File: src/rtl/gtc_pkg.sv
// Package for the gated 16-bit timer/counter core
package gtc_pkg;
    // ----------------------------------------------------------------
    // Register map (byte addresses)
    // ----------------------------------------------------------------
    localparam logic [7:0] ADDR_CTRL = 8'h00;
    localparam logic [7:0] ADDR_GATE = 8'h04;
    localparam logic [7:0] ADDR_CNT_LO = 8'h08;
    localparam logic [7:0] ADDR_CNT_HI = 8'h0c;
    localparam logic [7:0] ADDR_STATUS = 8'h10;
    localparam logic [7:0] ADDR_MASK = 8'h14;
    localparam logic [7:0] ADDR_SLEEP = 8'h18;
    // ----------------------------------------------------------------
    // Field positions
    // ----------------------------------------------------------------
    localparam int CTRL_ON = 0;
    localparam int CTRL_SYNCDIS = 2;
    localparam int CTRL_OSCEN = 3;
    localparam int CTRL_PS_LO = 4;
    localparam int CTRL_CS_LO = 6;
    localparam int GATE_EN = 7;
    localparam int GATE_POL = 6;
    localparam int ST_OVF = 0;
    localparam logic [1:0] RESP_OKAY = 2'b00;
    localparam logic [1:0] RESP_SLVERR = 2'b10;
    localparam logic [15:0] CNT_MAX = 16'hffff;
    localparam logic [15:0] STEP_ONE = 16'h0001;
    localparam logic [15:0] STEP_FOSC = 16'h0004;
    localparam logic [1:0] IC_LAST = 2'b11;
    // Clock source encodings
    localparam logic [1:0] CS_INSTR = 2'b00;
    localparam logic [1:0] CS_FOSC = 2'b01;
    localparam logic [1:0] CS_EXT = 2'b10;
    localparam logic [1:0] CS_CAPS = 2'b11;

    typedef struct packed {
        logic [1:0] src_sel;
        logic [1:0] ps_sel;
        logic osc_en;
        logic sync_dis;
        logic on;
    } gtc_ctrl_t;

    typedef enum logic [1:0] {EDGE_ARMED, EDGE_WAIT_FALL} gtc_edge_t;
endpackage

File: src/rtl/gtc_core.sv
// Gated 16-bit timer/counter core with an AXI4-Lite register slave
`timescale 1ns/1ps
// Operation
// 16-bit counter, byte writes replace live bytes
// Timer-on and gate-enable decide counting
// Two-bit select chooses the count source
// System clock source adds four per cycle
// Software gates asynchronously for full resolution
// External rising edges count, sync or async
// Falling edge required before first count
// Prescaler divides by 1, 2, 4, 8
// Prescaler hidden, cleared on count writes
// Oscillator enable starts crystal, survives sleep
// Software waits for oscillator before enabling
// Sync-disable bypasses the synchroniser
// Async external mode counts and wakes in sleep
// Mode switch may gain or lose one
// Rollover sets the overflow flag
// Gated mode counts while gate matches polarity
// Two-stage synchroniser before edge detection
module gtc_core import gtc_pkg::*; (
    input wire logic aclk,
    input wire logic aresetn,
    input wire logic clk_en,
    input wire logic [7:0] s_axi_awaddr,
    input wire logic s_axi_awvalid,
    output logic s_axi_awready,
    input wire logic [31:0] s_axi_wdata,
    input wire logic [3:0] s_axi_wstrb,
    input wire logic s_axi_wvalid,
    output logic s_axi_wready,
    output logic [1:0] s_axi_bresp,
    output logic s_axi_bvalid,
    input wire logic s_axi_bready,
    input wire logic [7:0] s_axi_araddr,
    input wire logic s_axi_arvalid,
    output logic s_axi_arready,
    output logic [31:0] s_axi_rdata,
    output logic [1:0] s_axi_rresp,
    output logic s_axi_rvalid,
    input wire logic s_axi_rready,
    input wire logic ext_count_clock_pin,
    input wire logic cap_sense_osc_clock,
    input wire logic crystal_in_pin,
    input wire logic gate_input_pin,
    input wire logic sleep_mode,
    output logic crystal_out_pin,
    output logic crystal_out_oe,
    output logic irq,
    output logic wake_req
);
    // ----------------------------------------------------------------
    // Registers
    // ----------------------------------------------------------------
    gtc_ctrl_t ctrl_q;
    logic gate_count_enable_q, gate_polarity_q;
    logic [15:0] count_q;
    logic [2:0] presc_q;
    logic [1:0] icyc_q;
    logic status_q, mask_q;
    gtc_edge_t edge_q;
    logic ext_s1_q, ext_s2_q, ext_prev_q;
    logic aw_hold_q, w_hold_q;
    logic [7:0] awaddr_q;
    logic [31:0] wdata_q;
    logic [3:0] wstrb_q;

    // ----------------------------------------------------------------
    // Bus write path
    // ----------------------------------------------------------------
    logic wr_go, wr_lo, wr_hi, wr_st;
    assign wr_go = aw_hold_q && w_hold_q && !s_axi_bvalid;
    assign wr_lo = wr_go && awaddr_q == ADDR_CNT_LO && wstrb_q[0];
    assign wr_hi = wr_go && awaddr_q == ADDR_CNT_HI && wstrb_q[0];
    assign wr_st = wr_go && awaddr_q == ADDR_STATUS && wstrb_q[0];

    always_ff @(posedge aclk) begin
        if (!aresetn) begin
            aw_hold_q <= 1'b0;
            w_hold_q <= 1'b0;
            awaddr_q <= '0;
            wdata_q <= '0;
            wstrb_q <= '0;
            s_axi_awready <= 1'b0;
            s_axi_wready <= 1'b0;
            s_axi_bvalid <= 1'b0;
            s_axi_bresp <= RESP_OKAY;
        end else if (clk_en) begin
            s_axi_awready <= !aw_hold_q && !s_axi_awready && s_axi_awvalid;
            s_axi_wready <= !w_hold_q && !s_axi_wready && s_axi_wvalid;
            if (s_axi_awvalid && s_axi_awready) begin
                aw_hold_q <= 1'b1;
                awaddr_q <= s_axi_awaddr;
            end
            if (s_axi_wvalid && s_axi_wready) begin
                w_hold_q <= 1'b1;
                wdata_q <= s_axi_wdata;
                wstrb_q <= s_axi_wstrb;
            end
            if (wr_go) begin
                s_axi_bvalid <= 1'b1;
                s_axi_bresp <= (awaddr_q <= ADDR_MASK) ? RESP_OKAY : RESP_SLVERR;
            end else if (s_axi_bvalid && s_axi_bready) begin
                s_axi_bvalid <= 1'b0;
                aw_hold_q <= 1'b0;
                w_hold_q <= 1'b0;
            end
        end
    end

    always_ff @(posedge aclk) begin
        if (!aresetn) begin
            ctrl_q <= '0;
            gate_count_enable_q <= 1'b0;
            gate_polarity_q <= 1'b0;
            mask_q <= 1'b0;
        end else if (clk_en && wr_go && wstrb_q[0]) begin
            if (awaddr_q == ADDR_CTRL)
                ctrl_q <= gtc_ctrl_t'({wdata_q[CTRL_CS_LO+1:CTRL_SYNCDIS], wdata_q[CTRL_ON]});
            if (awaddr_q == ADDR_GATE) begin
                gate_count_enable_q <= wdata_q[GATE_EN];
                gate_polarity_q <= wdata_q[GATE_POL];
            end
            if (awaddr_q == ADDR_MASK)
                mask_q <= wdata_q[ST_OVF];
        end
    end

    // ----------------------------------------------------------------
    // Count source and enables
    // ----------------------------------------------------------------
    logic run, sel_ext_pin, ext_level, ext_async, ext_rise, ext_fall, src_tick;
    logic ext_raw;
    // Off regardless of gate bit when timer-on is clear
    assign run = ctrl_q.on && (!gate_count_enable_q ||
                 (gate_input_pin == gate_polarity_q));
    assign sel_ext_pin = ctrl_q.src_sel == CS_EXT;
    // Crystal replaces the pin when the oscillator is enabled
    assign ext_async = ctrl_q.osc_en ? crystal_in_pin : ext_count_clock_pin;
    // Async mode skips the synchroniser stages, so at most one tick shifts on a switch
    assign ext_raw = sel_ext_pin ? ext_async : cap_sense_osc_clock;
    assign ext_level = ctrl_q.sync_dis ? ext_raw : ext_s2_q;
    assign ext_rise = ext_level && !ext_prev_q;
    assign ext_fall = !ext_level && ext_prev_q;

    always_ff @(posedge aclk) begin
        if (!aresetn) begin
            ext_s1_q <= 1'b0;
            ext_s2_q <= 1'b0;
            ext_prev_q <= 1'b0;
        end else if (clk_en) begin
            ext_s1_q <= ext_raw;
            ext_s2_q <= ext_s1_q;
            ext_prev_q <= ext_level;
        end
    end

    // Rising edge after a falling one; rearm on disable or count write
    always_ff @(posedge aclk) begin
        if (!aresetn) begin
            edge_q <= EDGE_WAIT_FALL;
        end else if (clk_en) begin
            if (!ctrl_q.on || wr_lo || wr_hi)
                edge_q <= EDGE_WAIT_FALL;
            else if (ext_fall)
                edge_q <= EDGE_ARMED;
        end
    end

    always_comb begin
        case (ctrl_q.src_sel)
            CS_FOSC: src_tick = icyc_q == IC_LAST;
            CS_INSTR: src_tick = icyc_q == IC_LAST;
            CS_EXT, CS_CAPS: src_tick = ext_rise && edge_q == EDGE_ARMED;
            default: src_tick = 1'b0;
        endcase
    end

    always_ff @(posedge aclk) begin
        if (!aresetn)
            icyc_q <= '0;
        else if (clk_en)
            icyc_q <= icyc_q + 2'b01;
    end

    // ----------------------------------------------------------------
    // Prescaler and counter
    // ----------------------------------------------------------------
    logic presc_tick, cnt_tick;
    logic [15:0] step;
    logic [16:0] sum;
    // Sleep freezes counting for all sources but the async external and cap-sense paths
    logic awake_ok;
    assign awake_ok = !sleep_mode || (ctrl_q.sync_dis && ctrl_q.src_sel[1]);
    assign presc_tick = run && awake_ok && src_tick;
    always_comb begin
        case (ctrl_q.ps_sel)
            2'b00: cnt_tick = presc_tick;
            2'b01: cnt_tick = presc_tick && presc_q[0] == 1'b1;
            2'b10: cnt_tick = presc_tick && presc_q[1:0] == 2'b11;
            default: cnt_tick = presc_tick && presc_q == 3'b111;
        endcase
    end
    // Four counts per cycle leave the low two bits meaningless
    assign step = (ctrl_q.src_sel == CS_FOSC) ? STEP_FOSC : STEP_ONE;
    assign sum = {1'b0, count_q} + {1'b0, step};

    always_ff @(posedge aclk) begin
        if (!aresetn)
            presc_q <= '0;
        else if (clk_en) begin
            if (wr_lo || wr_hi)
                presc_q <= '0;
            else if (presc_tick)
                presc_q <= presc_q + 3'b001;
        end
    end

    always_ff @(posedge aclk) begin
        if (!aresetn)
            count_q <= '0;
        else if (clk_en) begin
            if (wr_lo)
                count_q[7:0] <= wdata_q[7:0];
            else if (wr_hi)
                count_q[15:8] <= wdata_q[7:0];
            else if (cnt_tick)
                count_q <= sum[15:0];
        end
    end

    // ----------------------------------------------------------------
    // Overflow flag, interrupt, crystal drive
    // ----------------------------------------------------------------
    logic ovf_ev;
    assign ovf_ev = cnt_tick && !wr_lo && !wr_hi && sum[16];
    always_ff @(posedge aclk) begin
        if (!aresetn) begin
            status_q <= 1'b0;
            irq <= 1'b0;
            wake_req <= 1'b0;
            crystal_out_pin <= 1'b0;
            crystal_out_oe <= 1'b0;
        end else if (clk_en) begin
            // Set wins over a same-cycle write-one clear
            if (ovf_ev)
                status_q <= 1'b1;
            else if (wr_st && wdata_q[ST_OVF])
                status_q <= 1'b0;
            irq <= (status_q || ovf_ev) && mask_q;
            wake_req <= sleep_mode && ovf_ev && mask_q;
            crystal_out_oe <= ctrl_q.osc_en;
            crystal_out_pin <= !crystal_in_pin;
        end
    end

    // ----------------------------------------------------------------
    // Bus read path
    // ----------------------------------------------------------------
    always_ff @(posedge aclk) begin
        if (!aresetn) begin
            s_axi_arready <= 1'b0;
            s_axi_rvalid <= 1'b0;
            s_axi_rdata <= '0;
            s_axi_rresp <= RESP_OKAY;
        end else if (clk_en) begin
            s_axi_arready <= !s_axi_arready && !s_axi_rvalid && s_axi_arvalid;
            if (s_axi_arvalid && s_axi_arready) begin
                s_axi_rvalid <= 1'b1;
                s_axi_rresp <= RESP_OKAY;
                case (s_axi_araddr)
                    ADDR_CTRL: s_axi_rdata <= {24'h000000, ctrl_q[6:1], 1'b0, ctrl_q.on};
                    ADDR_GATE: s_axi_rdata <= {24'h000000, gate_count_enable_q,
                                               gate_polarity_q, 6'h00};
                    ADDR_CNT_LO: s_axi_rdata <= {24'h000000, count_q[7:0]};
                    ADDR_CNT_HI: s_axi_rdata <= {24'h000000, count_q[15:8]};
                    ADDR_STATUS: s_axi_rdata <= {31'h00000000, status_q};
                    ADDR_MASK: s_axi_rdata <= {31'h00000000, mask_q};
                    default: begin
                        s_axi_rdata <= '0;
                        s_axi_rresp <= RESP_SLVERR;
                    end
                endcase
            end else if (s_axi_rvalid && s_axi_rready)
                s_axi_rvalid <= 1'b0;
        end
    end

    // ----------------------------------------------------------------
    // Checks
    // ----------------------------------------------------------------
    off_holds_a: assert property (@(posedge aclk) disable iff (!aresetn)
        clk_en && !ctrl_q.on && !wr_lo && !wr_hi |=> $stable(count_q))
        else $error("count moved while off");
    fosc_step_a: assert property (@(posedge aclk) disable iff (!aresetn)
        clk_en && cnt_tick && !wr_lo && !wr_hi && ctrl_q.src_sel == CS_FOSC
        |=> count_q[1:0] == $past(count_q[1:0]))
        else $error("fosc step not four");
    write_lo_a: assert property (@(posedge aclk) disable iff (!aresetn)
        clk_en && wr_lo |=> count_q[7:0] == $past(wdata_q[7:0]))
        else $error("low byte write lost");
    presc_clr_a: assert property (@(posedge aclk) disable iff (!aresetn)
        clk_en && (wr_lo || wr_hi) |=> presc_q == 3'b000)
        else $error("prescaler not cleared");
    ovf_flag_a: assert property (@(posedge aclk) disable iff (!aresetn)
        clk_en && ovf_ev |=> status_q ##1 1'b1)
        else $error("overflow flag not set");
    rearm_a: assert property (@(posedge aclk) disable iff (!aresetn)
        clk_en && (wr_hi || !ctrl_q.on) |=> edge_q == EDGE_WAIT_FALL)
        else $error("edge guard not rearmed");
    gate_hold_a: assert property (@(posedge aclk) disable iff (!aresetn)
        gate_count_enable_q && gate_input_pin != gate_polarity_q |-> !cnt_tick)
        else $error("counted with gate closed");
    div8_a: assert property (@(posedge aclk) disable iff (!aresetn)
        cnt_tick && ctrl_q.ps_sel == 2'b11 |-> presc_q == 3'b111)
        else $error("divide by eight broken");
    irq_a: assert property (@(posedge aclk) disable iff (!aresetn)
        clk_en && status_q && mask_q ##1 clk_en |-> irq)
        else $error("irq not raised");
endmodule // gtc_core

File: config.mk
export PLATFORM = sky130hd
export DESIGN_NAME = gtc_core
export DESIGN_NICKNAME = d
export VERILOG_FILES = /design/src/rtl/gtc_pkg.sv /design/src/rtl/gtc_core.sv
export SDC_FILE = /design/constraint.sdc
export NUM_CORES = 1
export LEC_CHECK = 0
export BUFFER_PORTS_ARGS = -buffer_cell sky130_fd_sc_hd__buf_4
export CAP_MARGIN = 25
export CORE_ASPECT_RATIO = 0.5
export CORE_UTILIZATION = 47
export DETAILED_ROUTE_END_ITERATION = 6
export PLACE_DENSITY = 0.85
export SLEW_MARGIN = 0
export SYNTH_ARGS = -nofsm -noshare
export SYNTH_HDL_FRONTEND = slang
export SYNTH_SLANG_ARGS = --single-unit
File: constraint.sdc
create_clock -name aclk -period 2.6 [get_ports aclk]
set_clock_uncertainty 0.05 [all_clocks]
set_input_delay 0 -clock aclk [delete_from_list [all_inputs] [get_ports aclk]]
set_output_delay 0 -clock aclk [all_outputs]
set_load 0.03 [all_outputs]
[Word-level counts from Yosys, hierarchy flattened]
Cells that the tools add are included.
Storage, ports and cells
  word-level logic and storage cells: 176
  output and inout bits: 45
  bits in registers: 101
Cells by class
  multiplexer cells: 29
  magnitude comparators: 1
  bitwise logic cells: 1
  equal/unequal tests: 20
  $add $sub $neg: 3
  reductions and logical operators: 88
Operator list (number)
  $pmux W8 S6: 1
  $logic_and A1 B1 Y1: 38
  $eq A8 B4 Y1 const B: 4
  $eq A8 B5 Y1 const B: 4
  $mux W8: 3
  $reduce_and A2 Y1: 12
  $add A16 B3 Y17: 1
  $eq A8 B3 Y1 const B: 2
  $logic_not A8 Y1: 2
  $mux W16: 1
  $logic_not A1 Y1: 15
  $mux W1: 15
  $reduce_bool A2 Y1: 7
  $eq A2 B2 Y1 const B: 5
  $mux W3: 3
  $le A8 B5 Y1 const B: 1
  $mux W2: 4
  $logic_not A2 Y1: 3
  $logic_or A1 B1 Y1: 6
  $reduce_and A3 Y1: 2
  $reduce_or A6 Y1: 1
  $eq A2 B1 Y1 const B: 2
  $reduce_or A2 Y1: 2
  $add A3 B1 Y3 const B: 1
  other kinds (7): 7

[Logic depth before layout (Yosys ltp)]
Gate-level depths: netlist of the first run.
  depth in word-level cells: 14
  depth in mapped cells: 11
  gate-level depth less buffers: 9

[Least setup slack after synthesis of the first run]
OpenSTA, ideal clock, no wires.
  path type: reg-to-reg
  start: register ctrl_q[6] in the netlist's numbering
  end: register count_q[9]
  setup time: 0.063 ns
  path slack: 0.098 ns
  period minus slack after synthesis: 2.502 ns
  path buffers: 2
  stages on the path, launching flop included: 9
  data arrival time: 2.389 ns
  cell sequence: dfxtp_1 -> buf_2 -> nor2b_1 -> o221a_1 -> a2111o_1 -> or4_1 -> buf_6 -> or4_1 -> nand3_1
On the way
  longest elaborated chain between the ends: 11
  elaborated cells on any way between the ends: 25
  classes of those cells: add/sub (1); eq/ne (3); mux (7); reduce/logical (14)
RTL lines
  start, declared: line gtc_core.sv:55  | gtc_ctrl_t ctrl_q;
  start signal, assigned: line gtc_core.sv:119  | ctrl_q <= gtc_ctrl_t'({wdata_q[CTRL_CS_LO+1:CTRL_SYNCDIS], wdata_q[CTRL_ON]});
  $eq A2 B2 Y1: line gtc_core.sv:137, gtc_core.sv:171
  $mux W1: line gtc_core.sv:141  | assign ext_raw = sel_ext_pin ? ext_async : cap_sense_osc_clock;
  $mux W1: line gtc_core.sv:142  | assign ext_level = ctrl_q.sync_dis ? ext_raw : ext_s2_q;
  $logic_and A1 B1 Y1: line gtc_core.sv:143  | assign ext_rise = ext_level && !ext_prev_q;
  $logic_and A1 B1 Y1: line gtc_core.sv:174  | CS_EXT, CS_CAPS: src_tick = ext_rise && edge_q == EDGE_ARMED;
  $pmux W1 S2: line gtc_core.sv:171  | case (ctrl_q.src_sel)
  $logic_and A1 B1 Y1: line gtc_core.sv:195  | assign presc_tick = run && awake_ok && src_tick;
  $logic_and A1 B1 Y1 (on tied branches): line gtc_core.sv:201, gtc_core.sv:199, gtc_core.sv:200
  $pmux W1 S3: line gtc_core.sv:197  | case (ctrl_q.ps_sel)
  $reduce_bool A2 Y1 (no line)
  $reduce_and A3 Y1 (no line)
  end signal, assigned: line gtc_core.sv:226  | count_q[15:8] <= wdata_q[7:0];
  end signal, assigned: line gtc_core.sv:228  | count_q <= sum[15:0];
  end, declared: line gtc_core.sv:57  | logic [15:0] count_q;
Several ways; a longest one is shown, not always the timed one. The select of a mux whose other input is x is not followed.
A chain may end at the register's enable or synchronous reset.

[Worst setup path after layout of the first run]
  start: register ctrl_q[6] in the netlist's numbering
  end: register count_q[15]
Same word-level chain as after synthesis.

==> run metrics, run 1 <==
height of the die=65.36 um; final instance area=0.004940 mm^2; Cells after Synth=444; remaining antenna violation count after routing=0; Max-Cap Viols=0; Row Count=22; maximum clock frequency=391.7 MHz; Leak=1.931 nW; IR Drop Worst-Case VDD=0.4759 mV; worst slew margin relative to its limit=0.4480; aggregate routed wire length=10420 um; count of different cell masters after synthesis=58; Yosys warning count=0; sequential fraction of the synthesis area=0.3926; maximum number of pins on one net before global-route repair=54; EDFF count, synth=0; final hold violations=0; Critical Path RT=2.83 ns; Final setup viols=0; initial antenna violation count=0; initial detailed-routing violation count=378; Tmin final=2.553 ns; Seq cells post-synth=74; cells along the critical path=buf_4, nand2b_4, inv_1, ha_4, a31oi_1, nand3b_1, or2_1, or2_2, or4_1, nand3_1; proportion of layout cells with a drive suffix above 1=0.2181; delay contributed by the slowest stage of the critical path=0.48 ns; arrival time at the worst endpoint=2.78 ns; IO buf count=56; Final Slew Violations=0; post-layout net count=611; Residual DRC=0; number of top-level design ports=110; crit path kind=reg2reg; wire length of the first global-routing pass=16520 um; synth cell count leaders=74 x sky130_fd_sc_hd__dfxtp_1, 72 x sky130_fd_sc_hd__nand2_1, 40 x sky130_fd_sc_hd__nor2_1; Worst Hold Slack=0.04352 ns; result of the run=finished, final reports clean; number of global-route vias before repair=3503; vias after detailed routing=3723; Min-Delay Path Class=in2reg; area grow syn2layout=30.90%; width of the chip=128.7 um; power density relative to cell area=554.1 mW/mm^2; share of the synthesized area in the top cell type=0.3926; Antenna Cells=0; ratio of routed vias to standard cells=5.737; share of the cycle needed by the critical path after routing=0.9819; gr usage total=0.2586; Post-Route Utilization=0.6549; Initial Util=0.5003; maximum fanout along the worst path=4; Primary FF master, synth=sky130_fd_sc_hd__dfxtp_1; Clock Root Buffer=sky130_fd_sc_hd__clkbuf_16; CTS tree=done; number of H-tree branching levels=3; element type at the critical path start=register; total power draw=2.737 mW; slew at the pin closest to its max-slew limit=0.8241 ns; top area cells in the synthesized netlist=sky130_fd_sc_hd__dfxtp_1 39%, sky130_fd_sc_hd__nand2_1 7.2%, sky130_fd_sc_hd__mux2i_1 5.8%; netlist area before placement=0.003774 mm^2; mean routed wirelength per cell=16.05 um; share of synthesized registers carrying an async set or reset=0; last weighted congestion value of the routability-driven placer=0.8906; clock latency on the worst-skew pair=0.34 ns; CTS max path bufs=2; iteration count of the initial detailed-routing pass=7; Die ar.=0.008413 mm^2; cell area reported after detailed placement=0.004313 mm^2; clock edge transition at the registers on the reported setup and hold paths=0.06 ns; count leader, synth=sky130_fd_sc_hd__dfxtp_1; sum of overflow across all layers after global routing=0; critical path endpoint category=register; slowest CP cell=sky130_fd_sc_hd__or4_1; library cell with the largest summed area after synthesis=sky130_fd_sc_hd__dfxtp_1; clock buffer count from CTS=9; Core Footprint=0.007542 mm^2; average cell area after synthesis=8.499 um^2; number of sinks driven by the clock tree=74; detailed placement HPWL=6702 um
==> power by group <==
part           switching [mW]  internal [mW]
Clock                   0.451          0.887
Sequential             0.0152           1.15
Combinational           0.139         0.0940
==> critical path: cells and delay by family (launching register included) <==
kind	cells	cell delay, ns
flip-flops	1	0.35
adder cells (fa/ha/maj)	1	0.28
AND/OR/NAND/NOR	6	1.50
buffers and inverters	2	0.19
AO/OA/AOI/OAI	1	0.12
==> sequential cells by signal (all words and copies together), names as in the netlist, 2 cells and up <==
signal / flops
wdata_q: 8
icyc_q: 2
ctrl_q: 7
presc_q: 3
count_q: 16
s_axi_rdata: 8
awaddr_q: 8
==> metrics by stage <==
stage	setup TNS, ns	instances	worst slack (ns)
after CTS	0	649	0.01270
after global placement	0	609	0.05438
after detailed placement	-0.07950	609	-0.07950
final	0	649	0.04700
after floorplan	0	469	0.09814
after global routing	-0.03969	649	-0.02269
==> routing by layer <==
metal | global-route usage | up-vias | part of all wire
met5 | 0 | - | 0
met4 | 0.1147 | 0 | 0.025
met3 | 0.1010 | 31 | 0.094
met2 | 0.4041 | 231 | 0.46
met1 | 0.3171 | 1723 | 0.42
li1 | - | 1738 | -
==> layout make-up <==
cell class / count / area (um^2)
multi-input cells: 341 / 2127
repair buffers: 104 / 847.1
well taps: 108 / 135.1
inverters: 7 / 26.28
flip-flops and latches: 74 / 1484
clock buffers: 13 / 260.3
clock inverters: 2 / 60.06
fillers: 567 / 2603
==> cell usage in the layout (no fill, tap or decap), drive strengths merged, types with 4 or more instances in the layout <==
master	netlist	final
buf	29	79
dfxtp	74	74
nand2	72	72
nor2	40	40
a21oi	26	26
conb	1	26
dlygate4sd3	0	25
mux2i	22	22
nand3	18	18
o211ai	13	13
clkbuf	18	13
o311ai	10	10
ha	9	9
a22oi	8	8
mux2	8	8
or3	8	8
inv	7	7
or4	6	6
a31oi	5	5
nand4	5	5
nand2b	5	5
nand3b	4	4
nor3	4	4
and3	4	4
a22o	4	4
or2	4	4
==> what timing repair did <==
action	in CTS	in global routing
buffers inserted	0	0
endpoints found under the setup margin	4	7
hold buffers	25	0
pin swaps	0	1
endpoints found under the hold margin	32	0
gates resized for setup	4	8
==> path summary, 6_finish.rpt <==
path	startpoint	cells after the start	to	slack, ns
setup / recovery	ctrl_q[6]	10	count_q[15]	0.05
hold / removal	clk_en	3	presc_q[2]	0.04
setup reg to reg	ctrl_q[6]	10	count_q[15]	0.05
hold reg to reg	awaddr_q[7]	2	awaddr_q[7]	0.41
==> logic make-up after synthesis <==
family                     after synthesis  synth area share
buffers and inverters                   54           0.08189
other                                    1         0.0009937
adders and majority gates                9           0.02984
DFF                                     74            0.3926
and+or+nand+nor                        184            0.2328
muxes                                   32           0.09416
xor gates and xnor gates                 3          0.006964
AOI/OAI and AO/OA                       87            0.1608
No activity file was read; power rests on OpenSTA's default activity.
==> inputs of run 2 (changes only) <==
SETUP_SLACK_MARGIN = 0.3   (was default)
==> run 2 against run 1 <==
Against the previous run: setup slack improved by 0.055 ns; clock power barely moved; sequential power barely moved; wire length rose by 5.8%; largest cell class unchanged; largest power group unchanged.
==> run metrics, run 2 (synthesis results as in run 1) <==
GRT met1 Usage=0.3475; CTS tree=done; final hold violations=0; area grow syn2layout=35.05%; number of global-route vias before repair=3546; maximum number of pins on one net before global-route repair=54; initial antenna violation count=0; cell area reported after detailed placement=0.004289 mm^2; leading cell type in the layout, fill and taps excluded=sky130_fd_sc_hd__buf_4; number of H-tree branching levels=3; detailed placement HPWL=6602 um; number of top-level design ports=110; Row Count=22; vias after detailed routing=3773; proportion of layout cells with a drive suffix above 1=0.2541; share of the cycle needed by the critical path after routing=0.9607; routing usage on met3=0.07980; critical path endpoint category=register; Initial Util=0.5003; arrival time at the worst endpoint=2.73 ns; Clock Root Buffer=sky130_fd_sc_hd__clkbuf_16; Tmin final=2.498 ns; Leak=1.978 nW; final instance area=0.005096 mm^2; Critical Path RT=2.83 ns; largest register by flop count=count_q; IO buf count=56; wire length of the first global-routing pass=17350 um; Final Slew Violations=0; result of the run=finished, final reports clean; Final setup viols=0; setup ws final=0.1021 ns; Filler Cell Count=532; slew at the pin closest to its max-slew limit=0.7712 ns; power density relative to cell area=533.9 mW/mm^2; most frequent cells in the layout=80 x sky130_fd_sc_hd__buf_4, 72 x sky130_fd_sc_hd__nand2_1, 72 x sky130_fd_sc_hd__dfxtp_1; clock buffer count from CTS=9; total power draw=2.721 mW; crit path kind=reg2reg; Min-Delay Path Class=in2reg; total negative slack=0 ns; placement-stage worst setup slack=0.05612 ns; iteration count of the initial detailed-routing pass=7; clock latency on the worst-skew pair=0.34 ns; IR Drop Worst-Case VDD=0.3586 mV; busiest layer in global routing=met2; met2 demand-to-capacity share in global routing=0.4230; flip-flop count of the largest register after layout=16; initial detailed-routing violation count=396; Residual DRC=0; element type at the critical path start=register; maximum clock frequency=400.3 MHz; Die ar.=0.008413 mm^2; mean routed wirelength per cell=16.93 um; aggregate routed wire length=11020 um; last weighted congestion value of the routability-driven placer=0.9012; post-layout net count=613; CTS max path bufs=2; Max-Cap Viols=0; unrepaired setup endpoints after global routing=yes; width of the chip=128.7 um; gr usage total=0.2706; maximum fanout along the worst path=8; remaining antenna violation count after routing=0; sum of overflow across all layers after global routing=0; clock edge transition at the registers on the reported setup and hold paths=0.05 ns; Worst Hold Slack=0.07283 ns; height of the die=65.36 um; Core Footprint=0.007542 mm^2; number of sinks driven by the clock tree=74; worst slew margin relative to its limit=0.4834; ratio of routed vias to standard cells=5.796; Antenna Cells=0
==> run 2: final timing paths <==
path                                    from           end  slack, ns  cells past startpoint
worst max-delay path               ctrl_q[5]   count_q[15]       0.10                      6
worst min-delay path            s_axi_wvalid  s_axi_wready       0.07                      4
worst max register to register     ctrl_q[5]   count_q[15]       0.10                      6
worst min register to register   awaddr_q[7]   awaddr_q[7]       0.40                      2
==> run 2: report_power, final <==
part	internal (mW)	switching, mW
clock network	0.868	0.454
logic	0.0935	0.141
registers	1.15	0.0156
total	2.11	0.611
==> run 2: layer usage <==
layer  vias to the layer above  wire [um]  part of all wire
met5                         -          0                 0
met1                      1798       4672              0.42
met3                        37        995             0.090
met2                       201       5028              0.46
met4                         0        324             0.029
li1                       1737          -                 -
==> run 2: what timing repair did <==
item / 4_1_cts / 5_1_grt
setup buffers: 8 / 2
hold buffers: 25 / 0
pin swaps: 11 / 8
setup endpoints to repair: 20 / 22
gates resized for setup: 19 / 16
gates cloned: 0 / 0
hold endpoints to repair: 32 / 0
==> run 2: cell type report <==
class	instances	area [um^2]	area share
flip-flops and latches	74	1489	0.2922
repair buffers	106	870.8	0.1709
clock inverters	1	30.03	0.005892
multi-input cells	341	2251	0.4417
clock buffers	14	294.0	0.05770
inverters	7	26.28	0.005156
well taps	108	135.1	0.02652
==> run 2: critical path, stage by stage (launching register included) <==
cell and delay, ns:
sky130_fd_sc_hd__dfxtp_4 0.37, sky130_fd_sc_hd__nand3b_1 0.17, sky130_fd_sc_hd__o221a_1 0.29, sky130_fd_sc_hd__a2111o_1 0.42
sky130_fd_sc_hd__or4_4 0.59, sky130_fd_sc_hd__or4_4 0.47, sky130_fd_sc_hd__nand3_2 0.08
==> run 2: metrics by stage <==
stage                     cells  utilization
after floorplan             469            -
after global placement      601       0.5687
after detailed placement    601       0.5687
after CTS                   649       0.6632
after global routing        651       0.6757
final                       651       0.6757
==> inputs of run 3 (changes only) <==
==> constraint.sdc (replaced) <==
create_clock -name aclk -period 2.6 [get_ports aclk]
set_clock_uncertainty 0.05 [all_clocks]
set_input_delay 0.13 -clock aclk [delete_from_list [all_inputs] [get_ports aclk]]
set_output_delay 0.13 -clock aclk [all_outputs]
set_load 0.03 [all_outputs]
==> run 3 against run 2 <==
Against the previous run: clock-buffer cell count rose by 1; sequential share of layout area rose by 0.48 points; setup slack got worse by 0.067 ns; critical path depth rose by 1; die area did not move; wire length rose by 2.2%; register-to-register slack got worse by 0.07 ns; combinational power fell by 5%; global-route usage fell by 0.60 points; maximum frequency fell by 2.6%; utilization fell by 1.0 points; via count rose by 1.5%; largest power group unchanged.
==> run metrics, run 3 (synthesis results as in run 1) <==
timing endpoint of the critical path=count_q[8]; maximum clock frequency=389.9 MHz; detailed placement HPWL=6572 um; worst flop-to-flop path startpoint=ctrl_q[5]; number of top-level design ports=110; arrival time at the worst endpoint=2.80 ns; Initial Util=0.5003; post-layout net count=608; clock latency on the worst-skew pair=0.35 ns; Min-Delay Startpoint=s_axi_awaddr[4]; CTS max path bufs=2; power share of the clock group=0.487; maximum number of pins on one net before global-route repair=54; leading cell type in the layout, fill and taps excluded=sky130_fd_sc_hd__buf_4; final instance area=0.005019 mm^2; IO buf count=56; Die ar.=0.008413 mm^2; critical path endpoint category=register; R2R setup slack=0.04 ns; met1 routed wirelength after detailed routing=4521 um; proportion of layout cells with a drive suffix above 1=0.2653; cell count of the worst reg-to-reg path=7; Clock Root Buffer=sky130_fd_sc_hd__clkbuf_16; slowest CP cell=sky130_fd_sc_hd__or4_4; cells along the critical path=nand3b_1, o221a_4, a2111o_1, buf_6, or4_4, or3_1, nand3_1; element type at the critical path start=register; slew at the pin closest to its max-slew limit=0.8646 ns; remaining antenna violation count after routing=0; Tmin final=2.565 ns; gr usage total=0.2645; switching component of the power=0.6225 mW; R2R Path End=count_q[8]; largest register by flop count=count_q; iteration count of the initial detailed-routing pass=5; number of sinks driven by the clock tree=74; initial antenna violation count=0; Leak=1.955 nW; crit path kind=reg2reg; width of the chip=128.7 um; number of global-route vias before repair=3422; Critical Path RT=2.84 ns; worst hold path depth=3; launch point of the worst path=ctrl_q[5]; result of the run=finished, final reports clean; ratio of routed vias to standard cells=5.918; total number of cells along the worst setup path=7; worst path buffer plus inverter count=1; height of the die=65.36 um; maximum fanout along the worst path=5; clock edge transition at the registers on the reported setup and hold paths=0.06 ns; Max-Cap Viols=0; detailed route wirelength on metal2=5240 um; Final Slew Violations=0; delay contributed by the slowest stage of the critical path=0.54 ns; clock buffer count from CTS=9; power density relative to cell area=538.8 mW/mm^2; sum of overflow across all layers after global routing=0; vias after detailed routing=3829; worst slew margin relative to its limit=0.4209; mean routed wirelength per cell=17.41 um; wire length of the first global-routing pass=16840 um; fraction of power consumed by sequential logic=0.430; aggregate routed wire length=11260 um; share of power burned in combinational logic=0.083; Final setup viols=0; Residual DRC=0; highest metal layer with signal wires=met4; most frequent cells in the layout=82 x sky130_fd_sc_hd__buf_4, 72 x sky130_fd_sc_hd__nand2_1, 71 x sky130_fd_sc_hd__dfxtp_1; detailed route wirelength on metal3=1189 um; Post-Route Utilization=0.6654; unrepaired setup endpoints after global routing=yes; kind of cell adding the most delay to the critical path=simple AND/OR/NAND/NOR gates; last weighted congestion value of the routability-driven placer=0.8852; Cell Int Power=2.082 mW; initial detailed-routing violation count=420; Core Footprint=0.007542 mm^2; Row Count=22; CTS tree=done; Antenna Cells=0; switching power as a share of total power=0.2302; number of H-tree branching levels=3; area grow syn2layout=32.99%; share of the cycle needed by the critical path after routing=0.9864; Min-Delay Path Class=in2reg; final hold violations=0; IR Drop Worst-Case VDD=0.3430 mV; flip-flop count of the largest register after layout=16; cell area reported after detailed placement=0.004289 mm^2
==> run 3: changes by cell type in the layout (fill, tap and decap cells not counted), moves of 2 or more <==
cell / change
sky130_fd_sc_hd__dlygate4sd3_1: -10
sky130_fd_sc_hd__buf_4: +2
sky130_fd_sc_hd__buf_6: +2
sky130_fd_sc_hd__clkbuf_1: +2
sky130_fd_sc_hd__o311ai_1: -2
sky130_fd_sc_hd__o311ai_2: +2
sky130_fd_sc_hd__or4_4: +2
==> run 3: power by group through the flow <==
| stage | clock (mW) | sequential (mW) | combinational [mW] |
|---|---|---|---|
| CTS | 1.31 | 1.16 | 0.215 |
| floorplan | 0 | 1.19 | 0.150 |
| finish | 1.32 | 1.16 | 0.224 |
| global route | 1.38 | 1.16 | 0.239 |
| global placement | 0 | 1.19 | 0.192 |
| detailed placement | 0 | 1.19 | 0.195 |
==> run 3: worst min path at each step <==
stage / end / slack, ns
final: awaddr_q[4] / 0.007
after global routing: awaddr_q[2] / 0.009
after CTS: wdata_q[5] / 0.0002
after detailed placement: crystal_out_pin / 0.28
after global placement: crystal_out_pin / 0.28
after floorplan: crystal_out_pin / 0.18
==> run 3: cell type report <==
class	count	area, um^2
repair buffers	100	793.3
inverters	7	28.78
clock buffers	15	287.8
multi-input cells	342	2253
well taps	108	135.1
fillers	554	2524
clock inverters	1	30.03
flip-flops and latches	74	1490
==> run 3: through the flow <==
| step | hold WS (ns) | cells | power, mW | TNS, ns | worst slack, ns |
|---|---|---|---|---|---|
| after floorplan | 0.1795 | 469 | 1.344 | 0 | 0.2239 |
| after global placement | 0.2794 | 601 | 1.380 | 0 | 0.1279 |
| after detailed placement | 0.2798 | 601 | 1.384 | 0 | 0.05449 |
| after CTS | 0.0002220 | 639 | 2.689 | 0 | 0.1379 |
| after global routing | 0.009183 | 647 | 2.781 | -0.01547 | -0.01224 |
| final | 0.006741 | 647 | 2.704 | 0 | 0.03544 |
==> run 3: per-layer routing <==
metal  vias to the layer above  GRT usage
li1                       1739          -
met1                      1801     0.3205
met2                       248     0.4324
met3                        41    0.08632
met4                         0     0.1176
met5                         -          0
==> run 3: worst reg2reg max path, delay by kind of cell, from the launching register on <==
kind | cells | cell delay [ns]
simple gates | 4 | 1.15
flops | 1 | 0.37
compound gates | 2 | 0.79
buf+inv | 1 | 0.16
==> run 3: what timing repair did <==
| item | in CTS | in global routing |
|---|---|---|
| buffers inserted | 6 | 8 |
| endpoints found under the hold margin | 15 | 0 |
| pin swaps | 3 | 14 |
| resized for setup | 14 | 21 |
| setup endpoints to repair | 18 | 18 |
| hold buffers | 15 | 0 |
| gates cloned | 1 | 0 |
